File: src/core/phy_mon_pkg.sv
/*
 * Shared constants, carriers and symbol code tables of the line monitor and receive-mode
 * port logic. Assumes a single 25 MHz clock domain for the port, its symbol streams and its
 * register bus.
 */
package phy_mon_pkg;

	// ------------------------------------------------------------------
	// Timing
	// ------------------------------------------------------------------
	localparam int CLK_PERIOD_NS = 40;
	localparam int DETECT_TIME_NS = 9000;
	// A longest time, so the division rounds down.
	localparam int DETECT_CYCLES = DETECT_TIME_NS / CLK_PERIOD_NS;

	// ------------------------------------------------------------------
	// Coefficient layout
	// ------------------------------------------------------------------
	localparam int COEF_W = 18;
	localparam int SLICE_HI = 17;
	localparam int SLICE_LO = 2;
	localparam int SLICE_W = SLICE_HI - SLICE_LO + 1;

	// ------------------------------------------------------------------
	// Register map (byte addresses)
	// ------------------------------------------------------------------
	localparam int ADDR_W = 8;
	localparam logic [ADDR_W-1:0] ADDR_CTRL = 8'h00;
	localparam logic [ADDR_W-1:0] ADDR_STATUS = 8'h04;
	localparam logic [ADDR_W-1:0] ADDR_MASK = 8'h08;
	localparam logic [ADDR_W-1:0] ADDR_STATE = 8'h0C;
	localparam logic [ADDR_W-1:0] ADDR_EQMON = 8'h18;

	localparam logic [15:0] LIMIT_RESET = 16'hFFFF;
	localparam logic [15:0] LIMIT_DISABLED = 16'hFFFF;
	localparam logic [15:0] LIMIT_READOUT = 16'hFFFE;

	localparam int CTRL_W = 6;
	localparam int CTRL_LINK_DROP = 0;
	localparam int CTRL_BER_EN = 1;
	localparam int CTRL_EARLY_SOF = 2;
	localparam int CTRL_PORT_EN = 3;
	localparam int CTRL_C2C_LOOP = 4;
	localparam int CTRL_FIBRE = 5;
	localparam logic [CTRL_W-1:0] CTRL_RESET = 6'h03;

	localparam int ST_W = 4;
	localparam int ST_COEF = 0;
	localparam int ST_BER = 1;
	localparam int ST_LINK = 2;
	localparam int ST_SOF = 3;
	localparam logic [ST_W-1:0] ST_RESET = 4'h0;

	localparam int SV_LINK_UP = 0;
	localparam int SV_GOOD = 1;
	localparam int SV_LOOP = 2;
	localparam int SV_MEDIA = 3;
	localparam int SV_READOUT = 4;
	localparam int SV_DROP = 5;

	// ------------------------------------------------------------------
	// Line symbols
	// ------------------------------------------------------------------
	localparam logic [4:0] SYM_J = 5'h18;
	localparam logic [4:0] SYM_K = 5'h11;
	localparam logic [4:0] SYM_T = 5'h0D;
	localparam logic [4:0] SYM_R = 5'h07;
	localparam logic [4:0] SYM_IDLE = 5'h1F;
	localparam logic [3:0] NIB_PREAMBLE = 4'h5;

	typedef struct packed {
		logic dv;
		logic er;
		logic [3:0] data;
	} mii_rx_t;

	typedef struct packed {
		logic en;
		logic [4:0] sym;
	} line_sym_t;

	function automatic logic [4:0] encode_nibble(input logic [3:0] nib);
		logic [4:0] s;
		s = 5'h1E;
		case (nib)
			4'h0: s = 5'h1E;
			4'h1: s = 5'h09;
			4'h2: s = 5'h14;
			4'h3: s = 5'h15;
			4'h4: s = 5'h0A;
			4'h5: s = 5'h0B;
			4'h6: s = 5'h0E;
			4'h7: s = 5'h0F;
			4'h8: s = 5'h12;
			4'h9: s = 5'h13;
			4'hA: s = 5'h16;
			4'hB: s = 5'h17;
			4'hC: s = 5'h1A;
			4'hD: s = 5'h1B;
			4'hE: s = 5'h1C;
			default: s = 5'h1D;
		endcase
		return s;
	endfunction

	// Returns {valid, nibble}; valid is low for any non-data code.
	function automatic logic [4:0] decode_symbol(input logic [4:0] sym);
		logic [4:0] r;
		r = 5'h00;
		for (int n = 0; n < 16; n++) begin
			if (encode_nibble(4'(n)) == sym) begin
				r = {1'b1, 4'(n)};
			end
		end
		return r;
	endfunction

endpackage

File: src/core/phy_line_monitor.sv
/*
 * One port's line monitor and receive modes: equalizer coefficient deviation monitor,
 * early start-of-frame receive, quiet isolation, transmit symbol coding and channel to
 * channel repeater. Assumes the coefficient, link status, symbol streams and MII transmit
 * come from logic on clk_i; only the repeater strap is an asynchronous pin.
 */
// How it works
// RULE1: On link up, latch the live coefficient as the reference.
// RULE2: Coefficient beyond the limit from the reference raises interrupt or link down.
// RULE3: Drop link only with link-drop enable and BER monitor on; interrupt when unmasked.
// RULE4: After any link down, a fresh reference is latched.
// RULE5: Limit of all ones disables the monitor and recaptures continuously; reset value.
// RULE6: Writing FFFE keeps the limit and selects reference readout; other writes leave it.
// RULE7: Readback gives live coefficient bits 17:2, or reference bits 17:2 in readout.
// RULE8: Offset 0x18 is a write-only limit and a read-only coefficient readback.
// RULE9: Comparison runs every cycle, so a change is flagged well within 9 us.
// RULE10: MII nibbles become 5-bit symbols; frames open with J 11000 then K 10001.
// RULE11: Standard receive waits for both J and K before driving MII data.
// RULE12: Early mode drives MII receive data right after the first J.
// RULE13: In early mode a non-K after J raises receive error, then the receiver drops data valid and hunts for J again.
// RULE14: Quiet isolation: no link setup and silent line until software enables the port.
// RULE15: Channel loopback forwards every frame from the other port straight out while the port enable bit is set.
// RULE16: Channel loopback is chosen by strap pin or by a control register bit.
// RULE17: Loopback with one copper and one fibre port makes a media converter.
// RULE18: With link-drop disabled a trigger only leaves the good-link state.
// RULE19: Trigger when the absolute slice difference strictly exceeds the limit.
module phy_line_monitor
	import phy_mon_pkg::*;
#(
	parameter logic QUIET_ISO_AT_RESET = 1'b1
)(
	input wire logic clk_i,
	input wire logic rst_b_i,
	input wire logic [ADDR_W-1:0] avs_address_i,
	input wire logic avs_read_i,
	input wire logic avs_write_i,
	input wire logic [31:0] avs_writedata_i,
	input wire logic [3:0] avs_byteenable_i,
	output logic [31:0] avs_readdata_o,
	output logic avs_waitrequest_o,
	input wire logic [COEF_W-1:0] eq_coef_i,
	input wire logic link_ok_i,
	input wire logic ber_trigger_i,
	input wire logic strap_c2c_loop_i,
	input wire logic peer_is_fibre_i,
	input wire line_sym_t rx_line_i,
	input wire line_sym_t peer_rx_line_i,
	input wire logic mii_tx_en_i,
	input wire logic [3:0] mii_txd_i,
	output mii_rx_t mii_rx_o,
	output line_sym_t tx_line_o,
	output logic link_enable_o,
	output logic force_link_down_o,
	output logic good_link_o,
	output logic media_converter_o,
	output logic irq_o
);

	typedef enum logic [1:0] {GL_DOWN, GL_GOOD, GL_DEGRADED} gl_state_t;
	typedef enum logic [2:0] {TX_IDLE, TX_J, TX_K, TX_DATA, TX_T, TX_R} tx_state_t;

	logic [CTRL_W-1:0] ctrl_ff, nxt_ctrl;
	logic [ST_W-1:0] status_ff, nxt_status, mask_ff, nxt_mask;
	logic [15:0] limit_ff, nxt_limit;
	logic readout_ff, nxt_readout;
	logic ack_ff, nxt_ack;
	logic [31:0] rdata_ff, nxt_rdata;
	logic [SLICE_W-1:0] ref_ff, nxt_ref;
	logic link_up_ff, nxt_link_up;
	logic dev_ff, nxt_dev;
	logic drop_ff, nxt_drop;
	logic fld_ff, nxt_fld;
	gl_state_t gl_ff, nxt_gl;
	tx_state_t tx_ff, nxt_tx;
	line_sym_t txo_ff, nxt_txo;
	logic s1_ff, s2_ff, s3_ff, strap_ff, nxt_strap;
	logic req, wr_go, rd_go, link_up, loop_active, drop_allowed, sof_err;
	logic [SLICE_W-1:0] live;
	logic [SLICE_W:0] diff;
	logic [SLICE_W-1:0] abs_diff;
	logic deviation, dev_event, ber_event, link_event;
	logic [3:0] tx_nib_ff;

	// ------------------------------------------------------------------
	// Strap synchroniser and mode decode
	// ------------------------------------------------------------------
	always_comb begin
		nxt_strap = (s2_ff == s3_ff) ? s3_ff : strap_ff;
	end

	always_ff @(posedge clk_i) begin
		if (!rst_b_i) begin
			s1_ff <= 1'b0;
			s2_ff <= 1'b0;
			s3_ff <= 1'b0;
			strap_ff <= 1'b0;
		end else begin
			s1_ff <= strap_c2c_loop_i;
			s2_ff <= s1_ff;
			s3_ff <= s2_ff;
			strap_ff <= nxt_strap;
		end
	end

	assign loop_active = strap_ff | ctrl_ff[CTRL_C2C_LOOP]; // RULE16
	assign media_converter_o = loop_active & (ctrl_ff[CTRL_FIBRE] ^ peer_is_fibre_i); // RULE17
	assign drop_allowed = ctrl_ff[CTRL_LINK_DROP] & ctrl_ff[CTRL_BER_EN];
	// Quiet isolation keeps link setup off until software sets the port enable.
	assign link_enable_o = ctrl_ff[CTRL_PORT_EN] & ~drop_ff; // RULE14
	assign link_up = link_ok_i & link_enable_o;

	// ------------------------------------------------------------------
	// Coefficient monitor
	// ------------------------------------------------------------------
	assign live = eq_coef_i[SLICE_HI:SLICE_LO];
	assign diff = {1'b0, live} - {1'b0, ref_ff};
	assign abs_diff = diff[SLICE_W] ? SLICE_W'(-diff) : diff[SLICE_W-1:0]; // RULE19
	// The compare is combinational and checked every cycle. RULE9
	assign deviation = link_up_ff && link_up && limit_ff != LIMIT_DISABLED
		&& abs_diff > limit_ff; // RULE2 RULE19
	assign dev_event = deviation & ~dev_ff;
	assign ber_event = ber_trigger_i & link_up & ctrl_ff[CTRL_BER_EN];
	assign link_event = link_up ^ link_up_ff;

	always_comb begin
		nxt_link_up = link_up;
		nxt_dev = deviation;
		nxt_ref = ref_ff;
		// Recapture while down, at link up and while disabled, so the value frozen at
		// the up edge is always the one present at that time.
		if (!link_up || !link_up_ff || limit_ff == LIMIT_DISABLED) begin
			nxt_ref = live; // RULE1 RULE4 RULE5
		end
		nxt_fld = (dev_event | ber_event) & drop_allowed & ~drop_ff; // RULE3
		nxt_drop = drop_ff;
		if (nxt_fld) begin
			nxt_drop = 1'b1; // RULE3
		end else if (!link_ok_i) begin
			nxt_drop = 1'b0;
		end
		nxt_gl = gl_ff;
		case (gl_ff)
			GL_DOWN: nxt_gl = link_up ? GL_GOOD : GL_DOWN;
			GL_GOOD: begin
				if (!link_up) begin
					nxt_gl = GL_DOWN;
				end else if (dev_event || ber_event) begin
					nxt_gl = GL_DEGRADED; // RULE18
				end
			end
			GL_DEGRADED: nxt_gl = link_up ? GL_DEGRADED : GL_DOWN;
			default: nxt_gl = GL_DOWN;
		endcase
	end

	always_ff @(posedge clk_i) begin
		if (!rst_b_i) begin
			link_up_ff <= 1'b0;
			dev_ff <= 1'b0;
			ref_ff <= '0;
			fld_ff <= 1'b0;
			drop_ff <= 1'b0;
			gl_ff <= GL_DOWN;
		end else begin
			link_up_ff <= nxt_link_up;
			dev_ff <= nxt_dev;
			ref_ff <= nxt_ref;
			fld_ff <= nxt_fld;
			drop_ff <= nxt_drop;
			gl_ff <= nxt_gl;
		end
	end

	assign force_link_down_o = fld_ff;
	assign good_link_o = (gl_ff == GL_GOOD);

	// ------------------------------------------------------------------
	// Register bus
	// ------------------------------------------------------------------
	assign req = avs_read_i | avs_write_i;
	assign avs_waitrequest_o = req & ~ack_ff;
	assign wr_go = avs_write_i & ack_ff;
	assign rd_go = avs_read_i & ~ack_ff;

	always_comb begin
		nxt_ack = req & ~ack_ff;
		nxt_ctrl = ctrl_ff;
		nxt_mask = mask_ff;
		nxt_limit = limit_ff;
		nxt_readout = readout_ff;
		nxt_status = status_ff;
		nxt_rdata = rdata_ff;
		if (wr_go && avs_byteenable_i[0]) begin
			case (avs_address_i)
				ADDR_CTRL: nxt_ctrl = avs_writedata_i[CTRL_W-1:0];
				ADDR_MASK: nxt_mask = avs_writedata_i[ST_W-1:0];
				ADDR_STATUS: nxt_status = status_ff & ~avs_writedata_i[ST_W-1:0];
				default: nxt_ctrl = ctrl_ff;
			endcase
		end
		if (wr_go && avs_address_i == ADDR_EQMON && avs_byteenable_i[1:0] == 2'h3) begin
			if (avs_writedata_i[15:0] == LIMIT_READOUT) begin
				nxt_readout = 1'b1; // RULE6
			end else begin
				nxt_readout = 1'b0; // RULE6
				nxt_limit = avs_writedata_i[15:0]; // RULE8
			end
		end
		// Hardware set wins over a clear in the same cycle.
		nxt_status[ST_COEF] = nxt_status[ST_COEF] | dev_event; // RULE2
		nxt_status[ST_BER] = nxt_status[ST_BER] | ber_event;
		nxt_status[ST_LINK] = nxt_status[ST_LINK] | link_event;
		nxt_status[ST_SOF] = nxt_status[ST_SOF] | sof_err;
		if (rd_go) begin
			case (avs_address_i)
				ADDR_CTRL: nxt_rdata = 32'(ctrl_ff);
				ADDR_STATUS: nxt_rdata = 32'(status_ff);
				ADDR_MASK: nxt_rdata = 32'(mask_ff);
				ADDR_STATE: nxt_rdata = 32'({drop_ff, readout_ff, media_converter_o,
					loop_active, good_link_o, link_up_ff});
				ADDR_EQMON: nxt_rdata = 32'(readout_ff ? ref_ff : live); // RULE7 RULE8
				default: nxt_rdata = 32'h0000_0000;
			endcase
		end
	end

	always_ff @(posedge clk_i) begin
		if (!rst_b_i) begin
			ack_ff <= 1'b0;
			ctrl_ff <= CTRL_RESET | (CTRL_W'(!QUIET_ISO_AT_RESET) << CTRL_PORT_EN);
			mask_ff <= ST_RESET;
			status_ff <= ST_RESET;
			limit_ff <= LIMIT_RESET; // RULE5
			readout_ff <= 1'b0;
			rdata_ff <= 32'h0000_0000;
		end else begin
			ack_ff <= nxt_ack;
			ctrl_ff <= nxt_ctrl;
			mask_ff <= nxt_mask;
			status_ff <= nxt_status;
			limit_ff <= nxt_limit;
			readout_ff <= nxt_readout;
			rdata_ff <= nxt_rdata;
		end
	end

	assign avs_readdata_o = rdata_ff;
	assign irq_o = |(status_ff & mask_ff); // RULE3

	// ------------------------------------------------------------------
	// Receive framer
	// ------------------------------------------------------------------
	sof_receiver u_rx (
		.clk_i(clk_i),
		.rst_b_i(rst_b_i),
		.early_en_i(ctrl_ff[CTRL_EARLY_SOF]),
		.sym_valid_i(rx_line_i.en),
		.sym_i(rx_line_i.sym),
		.mii_rx_o(mii_rx_o),
		.sof_err_o(sof_err)
	);

	// ------------------------------------------------------------------
	// Transmit coder and repeater
	// ------------------------------------------------------------------
	always_comb begin
		nxt_tx = tx_ff;
		nxt_txo = '{en: 1'b1, sym: SYM_IDLE};
		case (tx_ff)
			TX_IDLE: begin
				if (mii_tx_en_i) begin
					nxt_tx = TX_K;
					nxt_txo.sym = SYM_J; // RULE10
				end
			end
			TX_K: begin
				nxt_tx = TX_DATA;
				nxt_txo.sym = SYM_K; // RULE10
			end
			TX_DATA: begin
				if (mii_tx_en_i) begin
					nxt_txo.sym = encode_nibble(mii_txd_i); // RULE10
				end else begin
					nxt_tx = TX_R;
					nxt_txo.sym = SYM_T;
				end
			end
			TX_R: begin
				nxt_tx = TX_IDLE;
				nxt_txo.sym = SYM_R;
			end
			default: nxt_tx = TX_IDLE;
		endcase
		if (loop_active) begin
			nxt_txo = peer_rx_line_i; // RULE15
		end
		if (!ctrl_ff[CTRL_PORT_EN]) begin
			nxt_txo = '{en: 1'b0, sym: SYM_IDLE}; // RULE14
		end
	end

	always_ff @(posedge clk_i) begin
		if (!rst_b_i) begin
			tx_ff <= TX_IDLE;
			txo_ff <= '{en: 1'b0, sym: SYM_IDLE};
			tx_nib_ff <= 4'h0;
		end else begin
			tx_ff <= nxt_tx;
			txo_ff <= nxt_txo;
			tx_nib_ff <= mii_txd_i;
		end
	end

	assign tx_line_o = txo_ff;

	// ------------------------------------------------------------------
	// Checks
	// ------------------------------------------------------------------
	chk_ref_at_up: assert property (@(posedge clk_i) disable iff (!rst_b_i) // RULE1
		link_up && !link_up_ff |=> ref_ff == $past(live))
		else $error("reference not latched at link up");

	chk_ref_when_down: assert property (@(posedge clk_i) disable iff (!rst_b_i) // RULE4
		!link_up ##1 !link_up |-> ref_ff == $past(live))
		else $error("reference not refreshed while link down");

	chk_limit_off: assert property (@(posedge clk_i) disable iff (!rst_b_i) // RULE5
		limit_ff == LIMIT_DISABLED |=> !dev_ff && ref_ff == $past(live))
		else $error("disabled monitor still compared or held reference");

	chk_dev_to_status: assert property (@(posedge clk_i) disable iff (!rst_b_i) // RULE9
		link_up_ff && link_up && limit_ff != LIMIT_DISABLED && abs_diff > limit_ff
		|=> status_ff[ST_COEF])
		else $error("coefficient deviation not flagged in time");

	chk_drop_gated: assert property (@(posedge clk_i) disable iff (!rst_b_i) // RULE3
		force_link_down_o |-> $past(drop_allowed) ##1 !link_enable_o)
		else $error("link forced down without drop enables");

	chk_degrade_only: assert property (@(posedge clk_i) disable iff (!rst_b_i) // RULE18
		!drop_allowed && gl_ff == GL_GOOD && link_up && dev_event
		|=> gl_ff == GL_DEGRADED && !force_link_down_o)
		else $error("trigger with drop disabled did not only degrade");

	chk_readout_keep: assert property (@(posedge clk_i) disable iff (!rst_b_i) // RULE6
		wr_go && avs_address_i == ADDR_EQMON && avs_writedata_i[15:0] == LIMIT_READOUT
		&& avs_byteenable_i[1:0] == 2'h3 |=> readout_ff && $stable(limit_ff))
		else $error("readout code changed the limit");

	chk_readback: assert property (@(posedge clk_i) disable iff (!rst_b_i) // RULE7
		rd_go && avs_address_i == ADDR_EQMON
		|=> avs_readdata_o == 32'($past(readout_ff) ? $past(ref_ff) : $past(live))
		&& !avs_waitrequest_o)
		else $error("coefficient readback wrong");

	chk_quiet_iso: assert property (@(posedge clk_i) disable iff (!rst_b_i) // RULE14
		!ctrl_ff[CTRL_PORT_EN] ##1 !ctrl_ff[CTRL_PORT_EN] |-> !tx_line_o.en && !link_enable_o)
		else $error("isolated port not quiet");

	chk_loop_fwd: assert property (@(posedge clk_i) disable iff (!rst_b_i) // RULE15
		loop_active && ctrl_ff[CTRL_PORT_EN] |=> tx_line_o == $past(peer_rx_line_i))
		else $error("repeater did not forward peer symbol");

endmodule

File: src/core/sof_receiver.sv
/*
 * Receive framer: turns decoded line symbols into MII receive nibbles, with standard or
 * early start-of-frame detection. Assumes one symbol per clock while sym_valid_i is high.
 */
module sof_receiver
	import phy_mon_pkg::*;
(
	input wire logic clk_i,
	input wire logic rst_b_i,
	input wire logic early_en_i,
	input wire logic sym_valid_i,
	input wire logic [4:0] sym_i,
	output mii_rx_t mii_rx_o,
	output logic sof_err_o
);

	typedef enum logic [1:0] {RX_IDLE, RX_GOT_J, RX_EARLY_J, RX_DATA} rx_state_t;

	rx_state_t state_ff, nxt_state;
	mii_rx_t rx_ff, nxt_rx;
	logic err_ff, nxt_err;
	logic [4:0] dec;

	// ------------------------------------------------------------------
	// Frame state
	// ------------------------------------------------------------------
	always_comb begin
		dec = decode_symbol(sym_i);
		nxt_state = state_ff;
		nxt_rx = '0;
		nxt_err = 1'b0;
		if (sym_valid_i) begin
			case (state_ff)
				RX_IDLE: begin
					if (sym_i == SYM_J && early_en_i) begin
						nxt_state = RX_EARLY_J; // RULE12
						nxt_rx = '{dv: 1'b1, er: 1'b0, data: NIB_PREAMBLE}; // RULE12
					end else if (sym_i == SYM_J) begin
						nxt_state = RX_GOT_J; // RULE11
					end
				end
				RX_GOT_J: begin
					if (sym_i == SYM_K) begin
						nxt_state = RX_DATA; // RULE11
						nxt_rx = '{dv: 1'b1, er: 1'b0, data: NIB_PREAMBLE};
					end else begin
						nxt_state = RX_IDLE;
					end
				end
				RX_EARLY_J: begin
					if (sym_i == SYM_K) begin
						nxt_state = RX_DATA;
						nxt_rx = '{dv: 1'b1, er: 1'b0, data: NIB_PREAMBLE};
					end else begin
						// A J caused by a bit error: flag it and go back to hunting.
						nxt_state = RX_IDLE; // RULE13
						nxt_rx = '{dv: 1'b1, er: 1'b1, data: 4'h0}; // RULE13
						nxt_err = 1'b1; // RULE13
					end
				end
				RX_DATA: begin
					if (sym_i == SYM_T || sym_i == SYM_IDLE) begin
						nxt_state = RX_IDLE;
					end else begin
						nxt_rx = '{dv: 1'b1, er: ~dec[4], data: dec[3:0]};
					end
				end
				default: nxt_state = RX_IDLE;
			endcase
		end
	end

	always_ff @(posedge clk_i) begin
		if (!rst_b_i) begin
			state_ff <= RX_IDLE;
			rx_ff <= '0;
			err_ff <= 1'b0;
		end else begin
			state_ff <= nxt_state;
			rx_ff <= nxt_rx;
			err_ff <= nxt_err;
		end
	end

	assign mii_rx_o = rx_ff;
	assign sof_err_o = err_ff;

	chk_early_bad_k: assert property (@(posedge clk_i) disable iff (!rst_b_i) // RULE13
		state_ff == RX_EARLY_J && sym_valid_i && sym_i != SYM_K
		|=> mii_rx_o.er && mii_rx_o.dv && sof_err_o ##1 !mii_rx_o.dv)
		else $error("bad symbol after early J did not raise receive error");

	chk_std_needs_k: assert property (@(posedge clk_i) disable iff (!rst_b_i) // RULE11
		!early_en_i && state_ff == RX_IDLE && sym_valid_i && sym_i == SYM_J |=> !mii_rx_o.dv)
		else $error("standard mode drove receive data before K");

endmodule

File: config.mk
export PLATFORM = sky130hd
export DESIGN_NAME = phy_line_monitor
export DESIGN_NICKNAME = d
export VERILOG_FILES = /design/src/core/phy_mon_pkg.sv /design/src/core/phy_line_monitor.sv /design/src/core/sof_receiver.sv
export SDC_FILE = /design/constraint.sdc
export NUM_CORES = 1
export LEC_CHECK = 0
export BUFFER_PORTS_ARGS = -buffer_cell sky130_fd_sc_hd__buf_2
export CAP_MARGIN = 20
export CELL_PAD_IN_SITES_DETAIL_PLACEMENT = 2
export CELL_PAD_IN_SITES_GLOBAL_PLACEMENT = 2
export CORE_MARGIN = 4
export CORE_UTILIZATION = 34
export CTS_CLUSTER_SIZE = 8
export DETAILED_ROUTE_END_ITERATION = 7
export PLACE_DENSITY = 0.85
export SETUP_SLACK_MARGIN = 0.05
export SKIP_LAST_GASP = 1
export SYNTH_ARGS = -nofsm -noshare
export SYNTH_HDL_FRONTEND = slang
export SYNTH_SLANG_ARGS = --single-unit
export TNS_END_PERCENT = 20
File: constraint.sdc
create_clock -name clk_i -period 13.5 [get_ports clk_i]
set_clock_uncertainty 0.1 [all_clocks]
set_input_delay 2.7 -clock clk_i [delete_from_list [all_inputs] [get_ports clk_i]]
set_output_delay 2.7 -clock clk_i [all_outputs]
set_load 0.005 [all_outputs]
==> tab_implementation.tex <==
\begin{tabular}{lr}
\hline
Metric & Value \\
\hline
\multicolumn{2}{l}{\textbf{Synth}} \\
Post-synthesis cell area & 5790 um\^{}2 \\
Count of mapped cells out of synthesis & 709 \\
Most numerous cell types in the synthesized netlist & 92 x sky130\_fd\_sc\_hd\_\_dfxtp\_1, 82 x sky130\_fd\_sc\_hd\_\_nor2\_1, 59 x sky130\_fd\_sc\_hd\_\_a21oi\_1, 59 x sky130\_fd\_sc\_hd\_\_nand2\_1, 47 x sky130\_fd\_sc\_hd\_\_inv\_1 \\
Sequential fraction of the synthesis area & 31.8\% \\
Number of flops mapped to enable cells by yosys & 0 \\
Number of distinct library cells after synthesis & 69 \\
Mapped Avg Cell Area & 8.17 um\^{}2 \\
Area share of the largest cell type after synthesis & 31.8\% \\
Area leader, netlist & sky130\_fd\_sc\_hd\_\_dfxtp\_1 \\
Main flop type after synthesis & sky130\_fd\_sc\_hd\_\_dfxtp\_1 \\
Most numerous cell in the Yosys netlist & sky130\_fd\_sc\_hd\_\_dfxtp\_1 \\
Synth Register Bits & 92 \\
Synthesis warning total & 0 \\
Leading post-synthesis cells by cell area & sky130\_fd\_sc\_hd\_\_dfxtp\_1 32\%, sky130\_fd\_sc\_hd\_\_ha\_1 9.1\%, sky130\_fd\_sc\_hd\_\_nor2\_1 5.3\% \\
FFs w/ async S/R, synth & 0\% \\
\multicolumn{2}{l}{\textbf{STA}} \\
Count of final setup violators & 0 \\
Part of the cycle the worst path needs & 55.9\% \\
Setup repair after global routing missed its margin & false \\
Relative max-transition margin & 30.7\% \\
Worst Max-Slew Pin Slew & 1.04 ns \\
Achievable clock frequency & 133 MHz \\
Fin. Hold Viols & 0 \\
Slew Viols, Final & 0 \\
Minimum period implied by the final worst setup slack & 7.55 ns \\
Aggregate negative setup slack & 0 ns \\
\multicolumn{2}{l}{\textbf{Power and ir drop}} \\
Leakage & 3.04 nW \\
Overall power after layout & 0.000701 W \\
Peak supply drop & 0.0587 mV \\
Power density over the cells & 105 nW/um\^{}2 \\
\multicolumn{2}{l}{\textbf{Min path}} \\
Path class of the lowest-slack min-delay path & register to register \\
Startpoint of the lowest-slack hold path & s1\_ff\$\_SDFF\_PN0\_ \\
Endpoint of the worst hold-timing path & s2\_ff\$\_SDFF\_PN0\_ \\
Hold Crit Depth & 1 \\
\multicolumn{2}{l}{\textbf{Route}} \\
Number of vias per cell & 5.28 \\
Routed via count & 5348 \\
Initial detailed-routing violation count & 192 \\
Total wirelength of the detailed-routed design & 18300 um \\
Number of DRC violations after detailed routing & 0 \\
Count of antenna-violating nets left after detailed routing & 0 \\
Number of search-and-repair iterations in the first detailed-routing pass & 4 \\
Post-DR wirelength/cell & 18.1 um \\
\multicolumn{2}{l}{\textbf{Job}} \\
Maximum Capacitance Violations & 0 \\
\multicolumn{2}{l}{\textbf{CTS}} \\
Buffers inserted during post-CTS setup optimization & 0 \\
Hold-fix buffers, CTS & 0 \\
H-tree levels & 3 \\
Number of gates resized after CTS & 0 \\
Number of sinks on the clock net & 92 \\
Worst-Skew Late Latency & 0.35 ns \\
Maximum clock insertion buffer count & 2 \\
Inserted Clock Buffers & 9 \\
TritonCTS clock tree & built \\
Clock root cell & sky130\_fd\_sc\_hd\_\_clkbuf\_16 \\
Clock-pin slew of the registers on the worst-case setup and hold paths & 0.07 ns \\
\multicolumn{2}{l}{\textbf{Setup path}} \\
R2R depth & 21 \\
Critical Path End Type & register \\
Critical path peak fanout & 4 \\
Critical path type & input port to register \\
Capturing point of the worst reg2reg path & drop\_ff\$\_SDFFE\_PN0P\_ \\
Reg2Reg Launch Point & ref\_ff[0]\$\_SDFFE\_PN0P\_ \\
Crit path launch type & input port \\
Register-to-Register Setup Slack & 8.15 ns \\
Data arrival, critical path & 7.72 ns \\
Required arrival time at the worst endpoint & 13.67 ns \\
\multicolumn{2}{l}{\textbf{Global routing}} \\
Total global-route track usage & 19.1\% \\
Via count of the first global-routing pass & 6051 \\
Number of antenna violations at the first check in global routing & 0 \\
First-pass GRT wire length & 30500 um \\
GR Overflow Total & 0 \\
Pin count of the biggest net entering global routing & 46 \\
\multicolumn{2}{l}{\textbf{Floorplan}} \\
Floorplan row count & 47 \\
Die height & 139 um \\
Ports placed on the boundary & 137 \\
Width of the chip & 139 um \\
Effective utilization at floorplan & 34.8\% \\
Area of the die & 19200 um\^{}2 \\
Core Area & 16600 um\^{}2 \\
\multicolumn{2}{l}{\textbf{Final layout}} \\
Area Overhead vs Synth & 15.7\% \\
Final core utilization & 40.3\% \\
Layout Nets & 918 \\
Number of inserted diodes & 0 \\
Fraction of final layout cells with drive strength greater than 1 & 19.4\% \\
\multicolumn{2}{l}{\textbf{Place}} \\
Number of port buffers & 100 \\
Final RePlAce weighted congestion & 0.831 \\
Half-perimeter wire length after detailed placement & 14300 um \\
\multicolumn{2}{l}{\textbf{Status}} \\
Result of the run & finished clean \\
\hline
\end{tabular}
## layout make-up
cell class | count | area [um^2]
Timing Repair Buffer | 103 | 531
Clock buffer | 9 | 225
Fill cell | 1902 | 9940
Clock inverter | 6 | 72.6
Tap cell | 220 | 275
Multi-Input combinational cell | 535 | 3580
Inverter | 47 | 176
Sequential cell | 92 | 1840
## sequential cells by signal, indices dropped and copies added (netlist names), 2 cells and up
signal / count
avs_readdata_o: 16
limit_ff: 16
ref_ff: 16
ctrl_ff: 6
tx_line_o: 6
u_rx.mii_rx_o: 6
mask_ff: 4
status_ff: 4
tx_ff: 3
gl_ff: 2
u_rx.state_ff: 2
## placed cells by master (no fill, tap or decap), drive strengths merged, types with 3 or more instances in the layout
cell    count
a211oi      4
a21o       10
a21oi      60
a221oi      7
a22oi       4
a31oi       3
and2       12
and3        7
and3b       3
buf       103
clkbuf      9
clkinv      3
conb       16
dfxtp      92
ha         42
inv        49
mux2        4
mux2i      25
mux4        4
nand2      59
nand2b      5
nand3      18
nand4      11
nand4b      3
nor2       82
nor2b      11
nor3       18
nor3b       5
o211ai     24
o21a        4
o21ai      25
o22ai       3
o31ai       4
or2         3
or3         4
xnor2      26
xor2        6
## per-layer routing
layer	GRT usage (%)	routed length (um)	up-vias
met5	0	0	-
met4	5.77	429	0
met3	3.34	528	30
met2	37.6	10100	91
met1	20.6	7260	2627
li1	-	-	2600
## how the worst max path moves through the flow
stage / slack, ns / start / to / depth (start not counted)
finish: 5.95 / eq_coef_i[2] / drop_ff$_SDFFE_PN0P_ / 23
detailed placement: 5.77 / eq_coef_i[2] / gl_ff[0]$_SDFFE_PN0P_ / 23
global route: 5.63 / eq_coef_i[2] / gl_ff[0]$_SDFFE_PN0P_ / 23
floorplan: 6.65 / eq_coef_i[2] / gl_ff[0]$_SDFFE_PN0P_ / 22
CTS: 5.96 / eq_coef_i[2] / drop_ff$_SDFFE_PN0P_ / 23
global placement: 5.99 / eq_coef_i[2] / gl_ff[0]$_SDFFE_PN0P_ / 23
## report_power, final
part | switching (W) | leakage [nW] | internal (W)
clock network | 0.000118 | 0.148 | 0.000145
logic | 0.0000919 | 2.14 | 0.0000639
registers | 0.00000458 | 0.749 | 0.000278
total | 0.000215 | 3.04 | 0.000487
## cells by family (layout without fill, tap and decap cells)
logic type               after synthesis  count (layout)  share of synthesized area, %
AND/OR/NAND/NOR                      248             248                          21.0
AO/OA/AOI/OAI                        163             163                          18.6
buffers and inverters                 97             165                          7.56
flip-flops                            92              92                          31.8
adder cells (fa/ha/maj)               43              43                          9.42
multiplexers                          33              33                          6.65
XOR/XNOR                              32              32                          4.84
other                                  1              16                        0.0647
## critical path, stage by stage
cell and delay (ns):
sky130_fd_sc_hd__buf_2 0.13, sky130_fd_sc_hd__inv_1 0.08, sky130_fd_sc_hd__ha_1 0.22, sky130_fd_sc_hd__inv_1 0.08, sky130_fd_sc_hd__fa_1 0.43, sky130_fd_sc_hd__a211oi_1 0.31, sky130_fd_sc_hd__o21bai_2 0.15, sky130_fd_sc_hd__a21oi_1 0.31
sky130_fd_sc_hd__and2b_2 0.27, sky130_fd_sc_hd__a22o_2 0.25, sky130_fd_sc_hd__and3_2 0.23, sky130_fd_sc_hd__nand4_1 0.16, sky130_fd_sc_hd__nand2_1 0.11, sky130_fd_sc_hd__xnor2_1 0.15, sky130_fd_sc_hd__ha_1 0.30, sky130_fd_sc_hd__nand4_1 0.10
sky130_fd_sc_hd__nor2_1 0.18, sky130_fd_sc_hd__nand3_1 0.16, sky130_fd_sc_hd__a211o_1 0.27, sky130_fd_sc_hd__a31o_2 0.25, sky130_fd_sc_hd__a211oi_1 0.44, sky130_fd_sc_hd__a21oi_1 0.19, sky130_fd_sc_hd__o21ai_0 0.22
## stage by stage
step	setup slack, ns	hold WS [ns]	std cells	area, um^2
3_5_place_dp	5.77	0.330	996	6390
6_report	5.95	0.341	1012	6700
2_1_floorplan	6.65	0.312	724	5850
3_3_place_gp	5.99	0.329	996	6390
5_1_grt	5.63	0.359	1012	6700
4_1_cts	5.96	0.347	1011	6690
(Power assumes the default switching activity.)
